<file path="src/rtl/cmt_pkg.sv">
// constants of the capture/match timer: register map, fields, reset values
// assumes an apb master with 32-bit data and byte addresses on paddr
// Behaviour
// RULE1: 32-bit counter advanced through 32-bit prescaler
// RULE2: four capture channels snapshot count on transitions
// RULE3: four match registers compared with the counter
// RULE4: match may keep counting, optional interrupt
// RULE5: match may halt counter, optional interrupt
// RULE6: match may zero counter for periodic operation
// RULE7: four match outputs: low, high, toggle, hold
// RULE8: optional counting of external clock edges
// RULE9: pins combine by or/and, outputs broadcast
// RULE10: all flags merge onto one interrupt line
// RULE11: prescaler wraps at limit, then counter increments
`default_nettype none
package cmt_pkg;
   localparam int NCH = 4;
   localparam int NPIN = 4;
   // register byte offsets
   localparam logic [7:0] OFS_FLAGS = 8'h00;
   localparam logic [7:0] OFS_CTRL = 8'h04;
   localparam logic [7:0] OFS_COUNT = 8'h08;
   localparam logic [7:0] OFS_PRE_LIM = 8'h0c;
   localparam logic [7:0] OFS_PRE_CNT = 8'h10;
   localparam logic [7:0] OFS_MATCH_CTRL = 8'h14;
   localparam logic [7:0] OFS_MATCH0 = 8'h18;
   localparam logic [7:0] OFS_CAP_CTRL = 8'h28;
   localparam logic [7:0] OFS_CAP0 = 8'h2c;
   localparam logic [7:0] OFS_EXT_MATCH = 8'h3c;
   localparam logic [7:0] OFS_CNT_MODE = 8'h40;
   localparam logic [7:0] OFS_CAP_ROUTE = 8'h44;
   localparam logic [7:0] OFS_OUT_ROUTE = 8'h48;
   localparam logic [7:0] OFS_LAST = 8'h48;
   // control bits
   localparam int CTRL_EN = 0;
   localparam int CTRL_RST = 1;
   // match control: three bits per channel
   localparam int MC_INT = 0;
   localparam int MC_RST = 1;
   localparam int MC_STOP = 2;
   // capture control: three bits per channel
   localparam int CC_RISE = 0;
   localparam int CC_FALL = 1;
   localparam int CC_INT = 2;
   // external match: state in [3:0], two action bits per channel from bit 4
   localparam int EM_ACT = 4;
   localparam logic [1:0] ACT_HOLD = 2'h0;
   localparam logic [1:0] ACT_LOW = 2'h1;
   localparam logic [1:0] ACT_HIGH = 2'h2;
   localparam logic [1:0] ACT_TOGGLE = 2'h3;
   // counting source
   localparam logic [1:0] MODE_PCLK = 2'h0;
   localparam logic [1:0] MODE_EXT_RISE = 2'h1;
   localparam logic [1:0] MODE_EXT_FALL = 2'h2;
   localparam logic [1:0] MODE_EXT_BOTH = 2'h3;
   // capture route: pin mask 4 bits per channel, and-mode bits from 16
   localparam int CR_AND = 16;
   // flags: match in [3:0], capture in [7:4]
   localparam int FL_CAP = 4;
   // reset values
   localparam logic [31:0] RST_WORD = 32'h0000_0000;
   localparam logic [15:0] RST_CAP_ROUTE = 16'h8421;
   localparam logic [7:0] RST_OUT_ROUTE = 8'he4;
endpackage
`default_nettype wire

</file>
<file path="src/rtl/cmt_cap_if.sv">
// carrier between the timer core and its capture pin unit
// assumes one clock domain, pins already synchronous
`default_nettype none
interface cmt_cap_if;
   logic [cmt_pkg::NPIN-1:0] pins;
   logic [cmt_pkg::NCH-1:0][cmt_pkg::NPIN-1:0] sel;
   logic [cmt_pkg::NCH-1:0] and_mode;
   logic [cmt_pkg::NCH-1:0] rise_en;
   logic [cmt_pkg::NCH-1:0] fall_en;
   logic [cmt_pkg::NCH-1:0] event_hit;
   modport core (output pins, output sel, output and_mode, output rise_en, output fall_en,
      input event_hit);
   modport unit (input pins, input sel, input and_mode, input rise_en, input fall_en,
      output event_hit);
endinterface
`default_nettype wire

</file>
<file path="src/rtl/cmt_capture_unit.sv">
// capture pin combiner and transition detector, one channel per loop entry
// assumes capture pins are synchronous to pclk
`default_nettype none
module cmt_capture_unit (
   // clock and reset
   input wire logic pclk,
   input wire logic presetn,
   // core side
   cmt_cap_if.unit cap
);
   typedef struct packed {
      logic [cmt_pkg::NCH-1:0] level;
      logic [cmt_pkg::NCH-1:0] hit;
   } cmt_cu_state_t;

   cmt_cu_state_t s;
   cmt_cu_state_t next_s;
   logic [cmt_pkg::NCH-1:0] comb_lvl;

   // per channel pin merge: several pins feed one capture input
   genvar g;
   generate
      for (g = 0; g < cmt_pkg::NCH; g++) begin : g_ch
         assign comb_lvl[g] = cap.and_mode[g] ?
            ((&(cap.pins | ~cap.sel[g])) & (|cap.sel[g])) : // [RULE9]
            (|(cap.pins & cap.sel[g]));                     // [RULE9]
      end
   endgenerate

   // edge detect on the merged level
   always_comb begin
      next_s = s;
      next_s.level = comb_lvl;
      next_s.hit = (cap.rise_en & comb_lvl & ~s.level) |
         (cap.fall_en & ~comb_lvl & s.level); // [RULE2]
   end

   always_ff @(posedge pclk or negedge presetn) begin
      if (!presetn) begin
         s <= '0;
      end else begin
         s <= next_s;
      end
   end

   assign cap.event_hit = s.hit;
endmodule // cmt_capture_unit
`default_nettype wire

</file>
<file path="src/rtl/cmt_timer.sv">
// capture/match timer top: apb register file, prescaler, counter, match logic
// assumes apb master per protocol; pins synchronous to pclk
`default_nettype none
module cmt_timer (
   // clock and reset
   input wire logic pclk,
   input wire logic presetn,
   // apb slave
   input wire logic psel,
   input wire logic penable,
   input wire logic pwrite,
   input wire logic [7:0] paddr,
   input wire logic [31:0] pwdata,
   output logic [31:0] prdata,
   output logic pready,
   output logic pslverr,
   // pins
   input wire logic [cmt_pkg::NPIN-1:0] cap_pin,
   input wire logic cnt_clk_in,
   output logic [cmt_pkg::NPIN-1:0] match_pin,
   // interrupt request
   output logic irq
);
   localparam int NCH = cmt_pkg::NCH;
   localparam int NPIN = cmt_pkg::NPIN;

   typedef struct packed {
      logic en;
      logic cnt_rst;
      logic [31:0] count;
      logic [31:0] pre_lim;
      logic [31:0] pre_cnt;
      logic [3*NCH-1:0] match_ctrl;
      logic [NCH-1:0][31:0] match_val;
      logic [3*NCH-1:0] cap_ctrl;
      logic [NCH-1:0][31:0] cap_val;
      logic [NCH-1:0] ext_state;
      logic [2*NCH-1:0] ext_act;
      logic [1:0] cnt_mode;
      logic [15:0] cap_route;
      logic [NCH-1:0] cap_and;
      logic [2*NPIN-1:0] out_route;
      logic [2*NCH-1:0] flags;
      logic ext_prev;
      logic irq;
      logic [NPIN-1:0] pins_out;
      logic [31:0] rdata;
      logic err;
      logic ready;
   } cmt_state_t;

   cmt_state_t s;
   cmt_state_t next_s;

   cmt_cap_if cap ();

   // capture pins and routing go to the capture unit
   assign cap.pins = cap_pin;
   assign cap.sel = s.cap_route;
   assign cap.and_mode = s.cap_and;
   generate
      for (genvar i = 0; i < NCH; i++) begin : g_cc
         assign cap.rise_en[i] = s.cap_ctrl[3*i+cmt_pkg::CC_RISE];
         assign cap.fall_en[i] = s.cap_ctrl[3*i+cmt_pkg::CC_FALL];
      end
   endgenerate

   cmt_capture_unit u_cap (
      .pclk(pclk),
      .presetn(presetn),
      .cap(cap.unit)
   );

   // one process holds all next-state logic of the block
   always_comb begin
      logic tick;
      logic ext_rise;
      logic ext_fall;
      logic wr;
      logic [2*NCH-1:0] set_f;
      logic [2*NCH-1:0] clr_f;
      logic [1:0] act;
      logic [1:0] osel;
      logic [31:0] rd;
      logic hit;
      next_s = s;
      set_f = '0;
      clr_f = '0;
      rd = cmt_pkg::RST_WORD;
      hit = 1'b1;
      tick = 1'b0;
      act = cmt_pkg::ACT_HOLD;
      osel = 2'h0;
      wr = psel & penable & pwrite & s.ready;

      // counting source: pclk or sampled external clock edges
      ext_rise = cnt_clk_in & ~s.ext_prev;
      ext_fall = ~cnt_clk_in & s.ext_prev;
      next_s.ext_prev = cnt_clk_in;
      unique case (s.cnt_mode)
         cmt_pkg::MODE_PCLK: tick = 1'b1;
         cmt_pkg::MODE_EXT_RISE: tick = ext_rise;        // [RULE8]
         cmt_pkg::MODE_EXT_FALL: tick = ext_fall;        // [RULE8]
         cmt_pkg::MODE_EXT_BOTH: tick = ext_rise | ext_fall; // [RULE8]
      endcase

      // prescaler then counter; matches are judged as the counter steps
      if (s.en && !s.cnt_rst && tick) begin
         if (s.pre_cnt == s.pre_lim) begin
            next_s.pre_cnt = cmt_pkg::RST_WORD;                 // [RULE11]
            next_s.count = s.count + 32'h0000_0001;             // [RULE1] [RULE11]
            for (int i = 0; i < NCH; i++) begin
               if (s.count == s.match_val[i]) begin             // [RULE3]
                  if (s.match_ctrl[3*i+cmt_pkg::MC_INT]) begin
                     set_f[i] = 1'b1;                          // [RULE4]
                  end
                  if (s.match_ctrl[3*i+cmt_pkg::MC_RST]) begin
                     next_s.count = cmt_pkg::RST_WORD;          // [RULE6]
                  end
                  if (s.match_ctrl[3*i+cmt_pkg::MC_STOP]) begin
                     next_s.en = 1'b0;                          // [RULE5]
                  end
                  act = s.ext_act[2*i +: 2];
                  unique case (act)
                     cmt_pkg::ACT_HOLD: next_s.ext_state[i] = s.ext_state[i]; // [RULE7]
                     cmt_pkg::ACT_LOW: next_s.ext_state[i] = 1'b0;            // [RULE7]
                     cmt_pkg::ACT_HIGH: next_s.ext_state[i] = 1'b1;           // [RULE7]
                     cmt_pkg::ACT_TOGGLE: next_s.ext_state[i] = ~s.ext_state[i]; // [RULE7]
                  endcase
               end
            end
         end else begin
            next_s.pre_cnt = s.pre_cnt + 32'h0000_0001;         // [RULE1] [RULE11]
         end
      end

      // held reset keeps counter and prescaler at zero
      if (s.cnt_rst) begin
         next_s.count = cmt_pkg::RST_WORD;
         next_s.pre_cnt = cmt_pkg::RST_WORD;
      end

      // captures snapshot the count of the cycle after the transition, when the registered hit arrives
      for (int i = 0; i < NCH; i++) begin
         if (cap.event_hit[i]) begin
            next_s.cap_val[i] = s.count;                        // [RULE2]
            if (s.cap_ctrl[3*i+cmt_pkg::CC_INT]) begin
               set_f[cmt_pkg::FL_CAP+i] = 1'b1;                 // [RULE2]
            end
         end
      end

      // register writes take effect at the access edge; software wins, except that a flag set beats its clear
      if (wr) begin
         unique case (paddr)
            cmt_pkg::OFS_FLAGS: clr_f = pwdata[2*NCH-1:0];
            cmt_pkg::OFS_CTRL: begin
               next_s.en = pwdata[cmt_pkg::CTRL_EN];
               next_s.cnt_rst = pwdata[cmt_pkg::CTRL_RST];
            end
            cmt_pkg::OFS_COUNT: next_s.count = pwdata;
            cmt_pkg::OFS_PRE_LIM: next_s.pre_lim = pwdata;
            cmt_pkg::OFS_PRE_CNT: next_s.pre_cnt = pwdata;
            cmt_pkg::OFS_MATCH_CTRL: next_s.match_ctrl = pwdata[3*NCH-1:0];
            cmt_pkg::OFS_CAP_CTRL: next_s.cap_ctrl = pwdata[3*NCH-1:0];
            cmt_pkg::OFS_EXT_MATCH: begin
               next_s.ext_state = pwdata[NCH-1:0];
               next_s.ext_act = pwdata[cmt_pkg::EM_ACT +: 2*NCH];
            end
            cmt_pkg::OFS_CNT_MODE: next_s.cnt_mode = pwdata[1:0];
            cmt_pkg::OFS_CAP_ROUTE: begin
               next_s.cap_route = pwdata[15:0];
               next_s.cap_and = pwdata[cmt_pkg::CR_AND +: NCH];
            end
            cmt_pkg::OFS_OUT_ROUTE: next_s.out_route = pwdata[2*NPIN-1:0];
            default: begin
               for (int i = 0; i < NCH; i++) begin
                  if (paddr == cmt_pkg::OFS_MATCH0 + 8'(4*i)) begin
                     next_s.match_val[i] = pwdata;
                  end
               end
            end
         endcase
      end

      // sticky flags: a set in the clearing cycle survives
      next_s.flags = (s.flags & ~clr_f) | set_f;
      next_s.irq = |next_s.flags;                               // [RULE10]

      // each pin shows the match output chosen for it
      for (int j = 0; j < NPIN; j++) begin
         osel = s.out_route[2*j +: 2];
         next_s.pins_out[j] = next_s.ext_state[osel];           // [RULE9] [RULE7]
      end

      // read data and error are latched in the setup cycle
      unique case (paddr)
         cmt_pkg::OFS_FLAGS: rd = 32'(s.flags);
         cmt_pkg::OFS_CTRL: rd = 32'({s.cnt_rst, s.en});
         cmt_pkg::OFS_COUNT: rd = s.count;
         cmt_pkg::OFS_PRE_LIM: rd = s.pre_lim;
         cmt_pkg::OFS_PRE_CNT: rd = s.pre_cnt;
         cmt_pkg::OFS_MATCH_CTRL: rd = 32'(s.match_ctrl);
         cmt_pkg::OFS_CAP_CTRL: rd = 32'(s.cap_ctrl);
         cmt_pkg::OFS_EXT_MATCH: rd = 32'({s.ext_act, s.ext_state});
         cmt_pkg::OFS_CNT_MODE: rd = 32'(s.cnt_mode);
         cmt_pkg::OFS_CAP_ROUTE: rd = 32'({s.cap_and, s.cap_route});
         cmt_pkg::OFS_OUT_ROUTE: rd = 32'(s.out_route);
         default: begin
            hit = 1'b0;
            for (int i = 0; i < NCH; i++) begin
               if (paddr == cmt_pkg::OFS_MATCH0 + 8'(4*i)) begin
                  rd = s.match_val[i];
                  hit = 1'b1;
               end
               if (paddr == cmt_pkg::OFS_CAP0 + 8'(4*i)) begin
                  rd = s.cap_val[i];
                  hit = 1'b1;
               end
            end
         end
      endcase
      // unaligned addresses are unmapped too
      if (paddr[1:0] != 2'h0) begin
         hit = 1'b0;
      end
      if (psel && !penable) begin
         next_s.rdata = hit ? rd : cmt_pkg::RST_WORD;
         next_s.err = ~hit;
      end
      next_s.ready = 1'b1;
   end

   always_ff @(posedge pclk or negedge presetn) begin
      if (!presetn) begin
         s <= '0;
         s.cap_route <= cmt_pkg::RST_CAP_ROUTE;
         s.out_route <= cmt_pkg::RST_OUT_ROUTE;
      end else begin
         s <= next_s;
      end
   end

   // outputs straight from the state register
   assign prdata = s.rdata;
   assign pready = s.ready;
   assign pslverr = s.err;
   assign match_pin = s.pins_out;
   assign irq = s.irq;
endmodule // cmt_timer
`default_nettype wire

</file>
<file path="config.mk">
export PLATFORM = sky130hd
export DESIGN_NAME = cmt_timer
export DESIGN_NICKNAME = d
export VERILOG_FILES = /design/src/rtl/cmt_pkg.sv /design/src/rtl/cmt_cap_if.sv /design/src/rtl/cmt_capture_unit.sv /design/src/rtl/cmt_timer.sv
export SDC_FILE = /design/constraint.sdc
export NUM_CORES = 1
export LEC_CHECK = 0
export ABC_CLOCK_PERIOD_IN_PS = 7200
export BUFFER_PORTS_ARGS = -buffer_cell sky130_fd_sc_hd__clkbuf_2
export CAP_MARGIN = 20
export CELL_PAD_IN_SITES_DETAIL_PLACEMENT = 0
export CELL_PAD_IN_SITES_GLOBAL_PLACEMENT = 2
export CORE_ASPECT_RATIO = 0.7
export CORE_UTILIZATION = 46
export DETAILED_ROUTE_END_ITERATION = 10
export PLACE_DENSITY_LB_ADDON = 0.1
export SYNTH_ARGS = -nofsm -noshare
export SYNTH_HDL_FRONTEND = slang
export SYNTH_HIERARCHICAL = 1
export SYNTH_SLANG_ARGS = --single-unit
export TNS_END_PERCENT = 1
</file>
<file path="constraint.sdc">
create_clock -name pclk -period 7.2 [get_ports pclk]
set_input_delay 0.72 -clock pclk [delete_from_list [all_inputs] [get_ports pclk]]
set_output_delay 0.72 -clock pclk [all_outputs]
set_load 0.05 [all_outputs]
</file>
==> Word level (Yosys, flattened, before mapping) <==
Index checks and enable logic that the tools add are counted.
{ "word_totals": {"latchBits": 0, "mem_bits_rw": 0, "romBits": 0, "out_inout_bits": 39, "in_bits": 50, "n_memories": 0, "regBits": 476, "elab_cells": 260} }
{ "classes": {"magnitude_cmp": 4, "div": 0, "addsub": 2, "bitwise": 40, "multipliers": 0, "shift": 0, "reduce_logical": 38, "n_mux": 108, "eq_ne": 38} }
{ "op_table": {"columns": ["cell", "count"], "rows": [
  ["two-way mux 32 bit", 32],
  ["case mux 32 bit (11 select lines)", 1],
  ["two-way mux 250 bit", 1],
  ["equality test 32 bit", 5],
  ["two-way mux 128 bit", 1],
  ["adder 32 x 1 -> 32 bit, second input constant", 2],
  ["equality test 8 x 6 -> 1 bit, second input constant", 8],
  ["two-way mux 1 bit", 50],
  ["two-way mux 42 bit", 1],
  ["two-way mux 12 bit", 3],
  ["AND 4 bit", 8],
  ["equality test 8 x 5 -> 1 bit, second input constant", 4],
  ["OR reduction 4 bit", 8],
  ["equality test 8 x 7 -> 1 bit, second input constant", 3],
  ["two-way mux 8 bit", 3],
  ["NOT 4 bit", 6],
  ["equality test 2 bit, second input constant", 10],
  ["two-way mux 20 bit", 1],
  ["bitwise OR 4 bit", 5],
  ["case mux 1 bit (4 select lines)", 5],
  ["equality test 8 x 4 -> 1 bit, second input constant", 2],
  ["two-way mux 4 bit", 4],
  ["AND reduction 2 bit", 8],
  ["AND reduction 4 bit", 4],
  ["other kinds (19)", 55]
]} }

==> Longest topological paths before layout <==
{ "logic_depth": {"depth_word": 17, "depth_mapped": 12, "depth_no_buf": 10} }

==> Modules after synthesis <==
Netlist, hierarchy kept.
{ "by_module_without_submodules": {"columns": ["module", "cells_per_inst", "area_each_um2", "n_inst"], "rows": [
  ["cmt_timer", 2062, 23777.8, 1],
  ["cmt_capture_unit", 57, 576.8, 1]
]} }

==> Worst setup path before layout <==
OpenSTA, ideal clock, no wires.
{ "synth_path": {"kind": "in2reg", "from": "input cnt_clk_in", "to": "register s (netlist bit match_pin[0])", "setup_ns": 0.138, "path_buffers": 1, "path_stages": 11, "t_arrival_ns": 2.809, "setup_slack_ns": 4.252, "cell_sequence": "inv_1 -> ha_1 -> nand2b_1 -> a32oi_2 -> nand2_2 -> nor4_2 -> buf_4 -> and2_4 -> and3_4 -> o31ai_4 -> mux4_2"} }
{ "synth_lines": {"columns": ["item", "line_no", "source"], "rows": [
  ["from (decl)", "cmt_timer.sv:19", "input wire logic cnt_clk_in,"],
  ["to (signal assigned)", "cmt_timer.sv:240", "s <= next_s;"],
  ["to (decl)", "cmt_timer.sv:52", "cmt_state_t s;"]
]} }

==> results_dict.tcl <==
set metrics [dict create \
    cp_max_fo 13 \
    instances_no_fill 2822 \
    path_class "flop to flop" \
    post_drt_via_cell_ratio 6.45 \
    h-tree-depth 2 \
    grt.total_usage_pct 33.2 \
    clk_pin_slew_ns 0.06 \
    clock_skew_ns 0.0194 \
    critPathLaunchType "flop" \
    synth_seq_cells 476 \
    grt_pass1_wl_microns 129000 \
    clkLatencyLatePin_ns 0.61 \
    worst_pin_slew_ns 1.12 \
    place_inst 2725 \
    cts_max_path_buffers 3 \
    ios 89 \
    grt_remaining_overflow 0 \
    final_common_cell "dfrtp_1" \
    worst_slack_ns 3.60 \
    critPathMaxStageDelay_ns 0.84 \
    syn_area_per_cell_sq_um 11.5 \
    cts_setup_buffers 0 \
    powerDensity_nw_per_um2 212 \
    final_util_pct 51.0 \
    antenna_left 0 \
    holdBufCountCts 0 \
    setup_viol 0 \
    drt-initial-drc-count 2569 \
    grt_pass1_vias 17400 \
    layout-drive-gt1-share_pct 23.2 \
    grt_max_degree 180 \
    synthArstFlopShare_pct 100 \
    path_buf_inv 0 \
    syn_area_sq_um 24400 \
    layout_common_cells "dfrtp_1 (465), mux2_2 (224), xor2_1 (182), nand2_1 (156), mux2_1 (120)" \
    path_delay_family "simple AND/OR/NAND/NOR gates" \
    vdd_drop_max_mv 0.157 \
    dr.pass1.iters 6 \
    ys_warn_count 6 \
    cap_violations 0 \
    final_max_slew_viol_count 0 \
    clock.fmax_mhz 278 \
    path_cells "xor2_1 -> nor4_1 -> nand4_1 -> nor2_1 -> and2_1 -> a311oi_1 -> a21o_1 -> mux4_2" \
    relSlewSlack_pct 25.6 \
    dieArea_sq_um 53900 \
    leakage_nw 13.3 \
    setup_tns_ns 0 \
    port-buffer-count 88 \
    root_buffer "clkbuf_16" \
    ys_seq_area_share_pct 48.9 \
    gp_congestion 0.933 \
    nNetsFinal 2150 \
    syn_inst 2119 \
    hold_path.class "primary input to asynchronous set/reset pin" \
    rows 70 \
    core_sq_um 52300 \
    post-place-ws_ns 2.94 \
    place_hpwl_microns 62300 \
    critPathSlowestCell "dfrtp_1" \
    antenna_found_initial 5 \
    min_period_over_period_pct 50.0 \
    vias 18200 \
    finalHoldViolations 0 \
    numCtsBuffers 50 \
    syn-num-nets 2173 \
    wirelength_microns 89000 \
    outcome "completed" \
    arrival_ns 4.07 \
    rsz0062_at_grt "false" \
    syn_to_final_growth_pct 9.58 \
    synthDistinctLibCells 75 \
    ys.flop_type "dfrtp_1" \
    synth_edf_count 0 \
    routedWlPerCell_microns 31.5 \
    cts_tree "built" \
    cts_resized 0 \
    start_util_pct 46.6 \
    crit_path_end_kind "flop" \
    drc 0 \
    cts.sinks 476 \
    die_h_microns 195 \
    required_ns 7.67 \
    fp.dieW_microns 277 \
    min_period_ns 3.60 \
]
## per-stage QoR
step / instance area (sq um) / hold slack [ns] / total power [mW]
after global routing: 26700 / 0.0720 / 5.82
after CTS: 26600 / 0.0393 / 5.69
after global placement: 24900 / 0.459 / 3.01
after detailed placement: 24900 / 0.475 / 3.01
after floorplan: 24400 / 0.424 / 2.85
final: 26700 / 0.0279 / 5.66
## path summary, 6_finish.rpt
| check | start | end | slack (ns) | cells after the start |
|---|---|---|---|---|
| max in group asynchronous | presetn | s[460] | 5.73 | 2 |
| min | presetn | cap.fall_en[1] | 0.03 | 1 |
| max reg2reg | s[447] | match_pin[3] | 3.60 | 8 |
| min reg2reg | prdata[8] | prdata[8] | 0.48 | 2 |
| max | s[447] | match_pin[3] | 3.60 | 8 |
| min in group pclk | cnt_clk_in | s[39] | 0.26 | 1 |
## metal layers
| metal | vias to the layer above | wire (microns) | global-route usage [%] |
|---|---|---|---|
| met3 | 94 | 9020 | 7.93 |
| li1 | 7689 | - | - |
| met1 | 9544 | 43200 | 54.0 |
| met4 | 0 | 1660 | 7.22 |
| met5 | - | 0 | 0 |
| met2 | 879 | 35100 | 43.2 |
## synth_stat cells, drive strengths merged, types with 23 or more instances
library cell / number / share of area [%]
xnor2: 37 / 1.3
nand2b: 23 / 0.59
a222oi: 40 / 1.6
a221oi: 35 / 1.4
nor2: 61 / 1.1
xor2: 182 / 6.5
buf: 124 / 3.4
clkbuf: 88 / 1.4
a22oi: 78 / 2.4
mux2: 344 / 16
o21ai: 93 / 1.9
dfrtp: 468 / 48
nand3: 42 / 0.86
nand2: 161 / 2.6
nand4: 44 / 1.2
a22o: 36 / 1.3
nor4: 50 / 1.3
## final cells by class
cell class              instances  area (sq um)
multi-input cells            1410         11200
well taps                     684           856
inverters                      21          78.8
clock inverters                16           160
flip-flops and latches        476         11900
repair buffers                137           903
diodes                          2          5.00
clock buffers                  76          1510
fillers                      4723         25600
## state kept, by name, indices dropped and copies added (netlist names)
signal / count
irq: 1
cap.sel: 16
prdata: 32
match_pin: 4
pslverr: 1
pready: 1
u_cap/cap.event_hit: 4
cap.fall_en: 4
cap.rise_en: 4
s: 401
u_cap/s: 4
cap.and_mode: 4
## cell families after synthesis
group	after synthesis	synth area share [%]
other cells	1	0.0154
simple gates	462	9.94
buf+inv	233	5.06
fa+ha+maj	4	0.206
compound gates	371	11.5
flops	476	48.9
mux	353	16.5
xor+xnor	219	7.88
## where the power goes
group / switching (mW) / internal, mW / leakage, nW
registers: 0.0298 / 2.69 / 6.57
clock network: 1.14 / 1.55 / 0.826
logic: 0.190 / 0.0570 / 5.90
total: 1.36 / 4.30 / 13.3
Power figures use the tool's default switching activity.
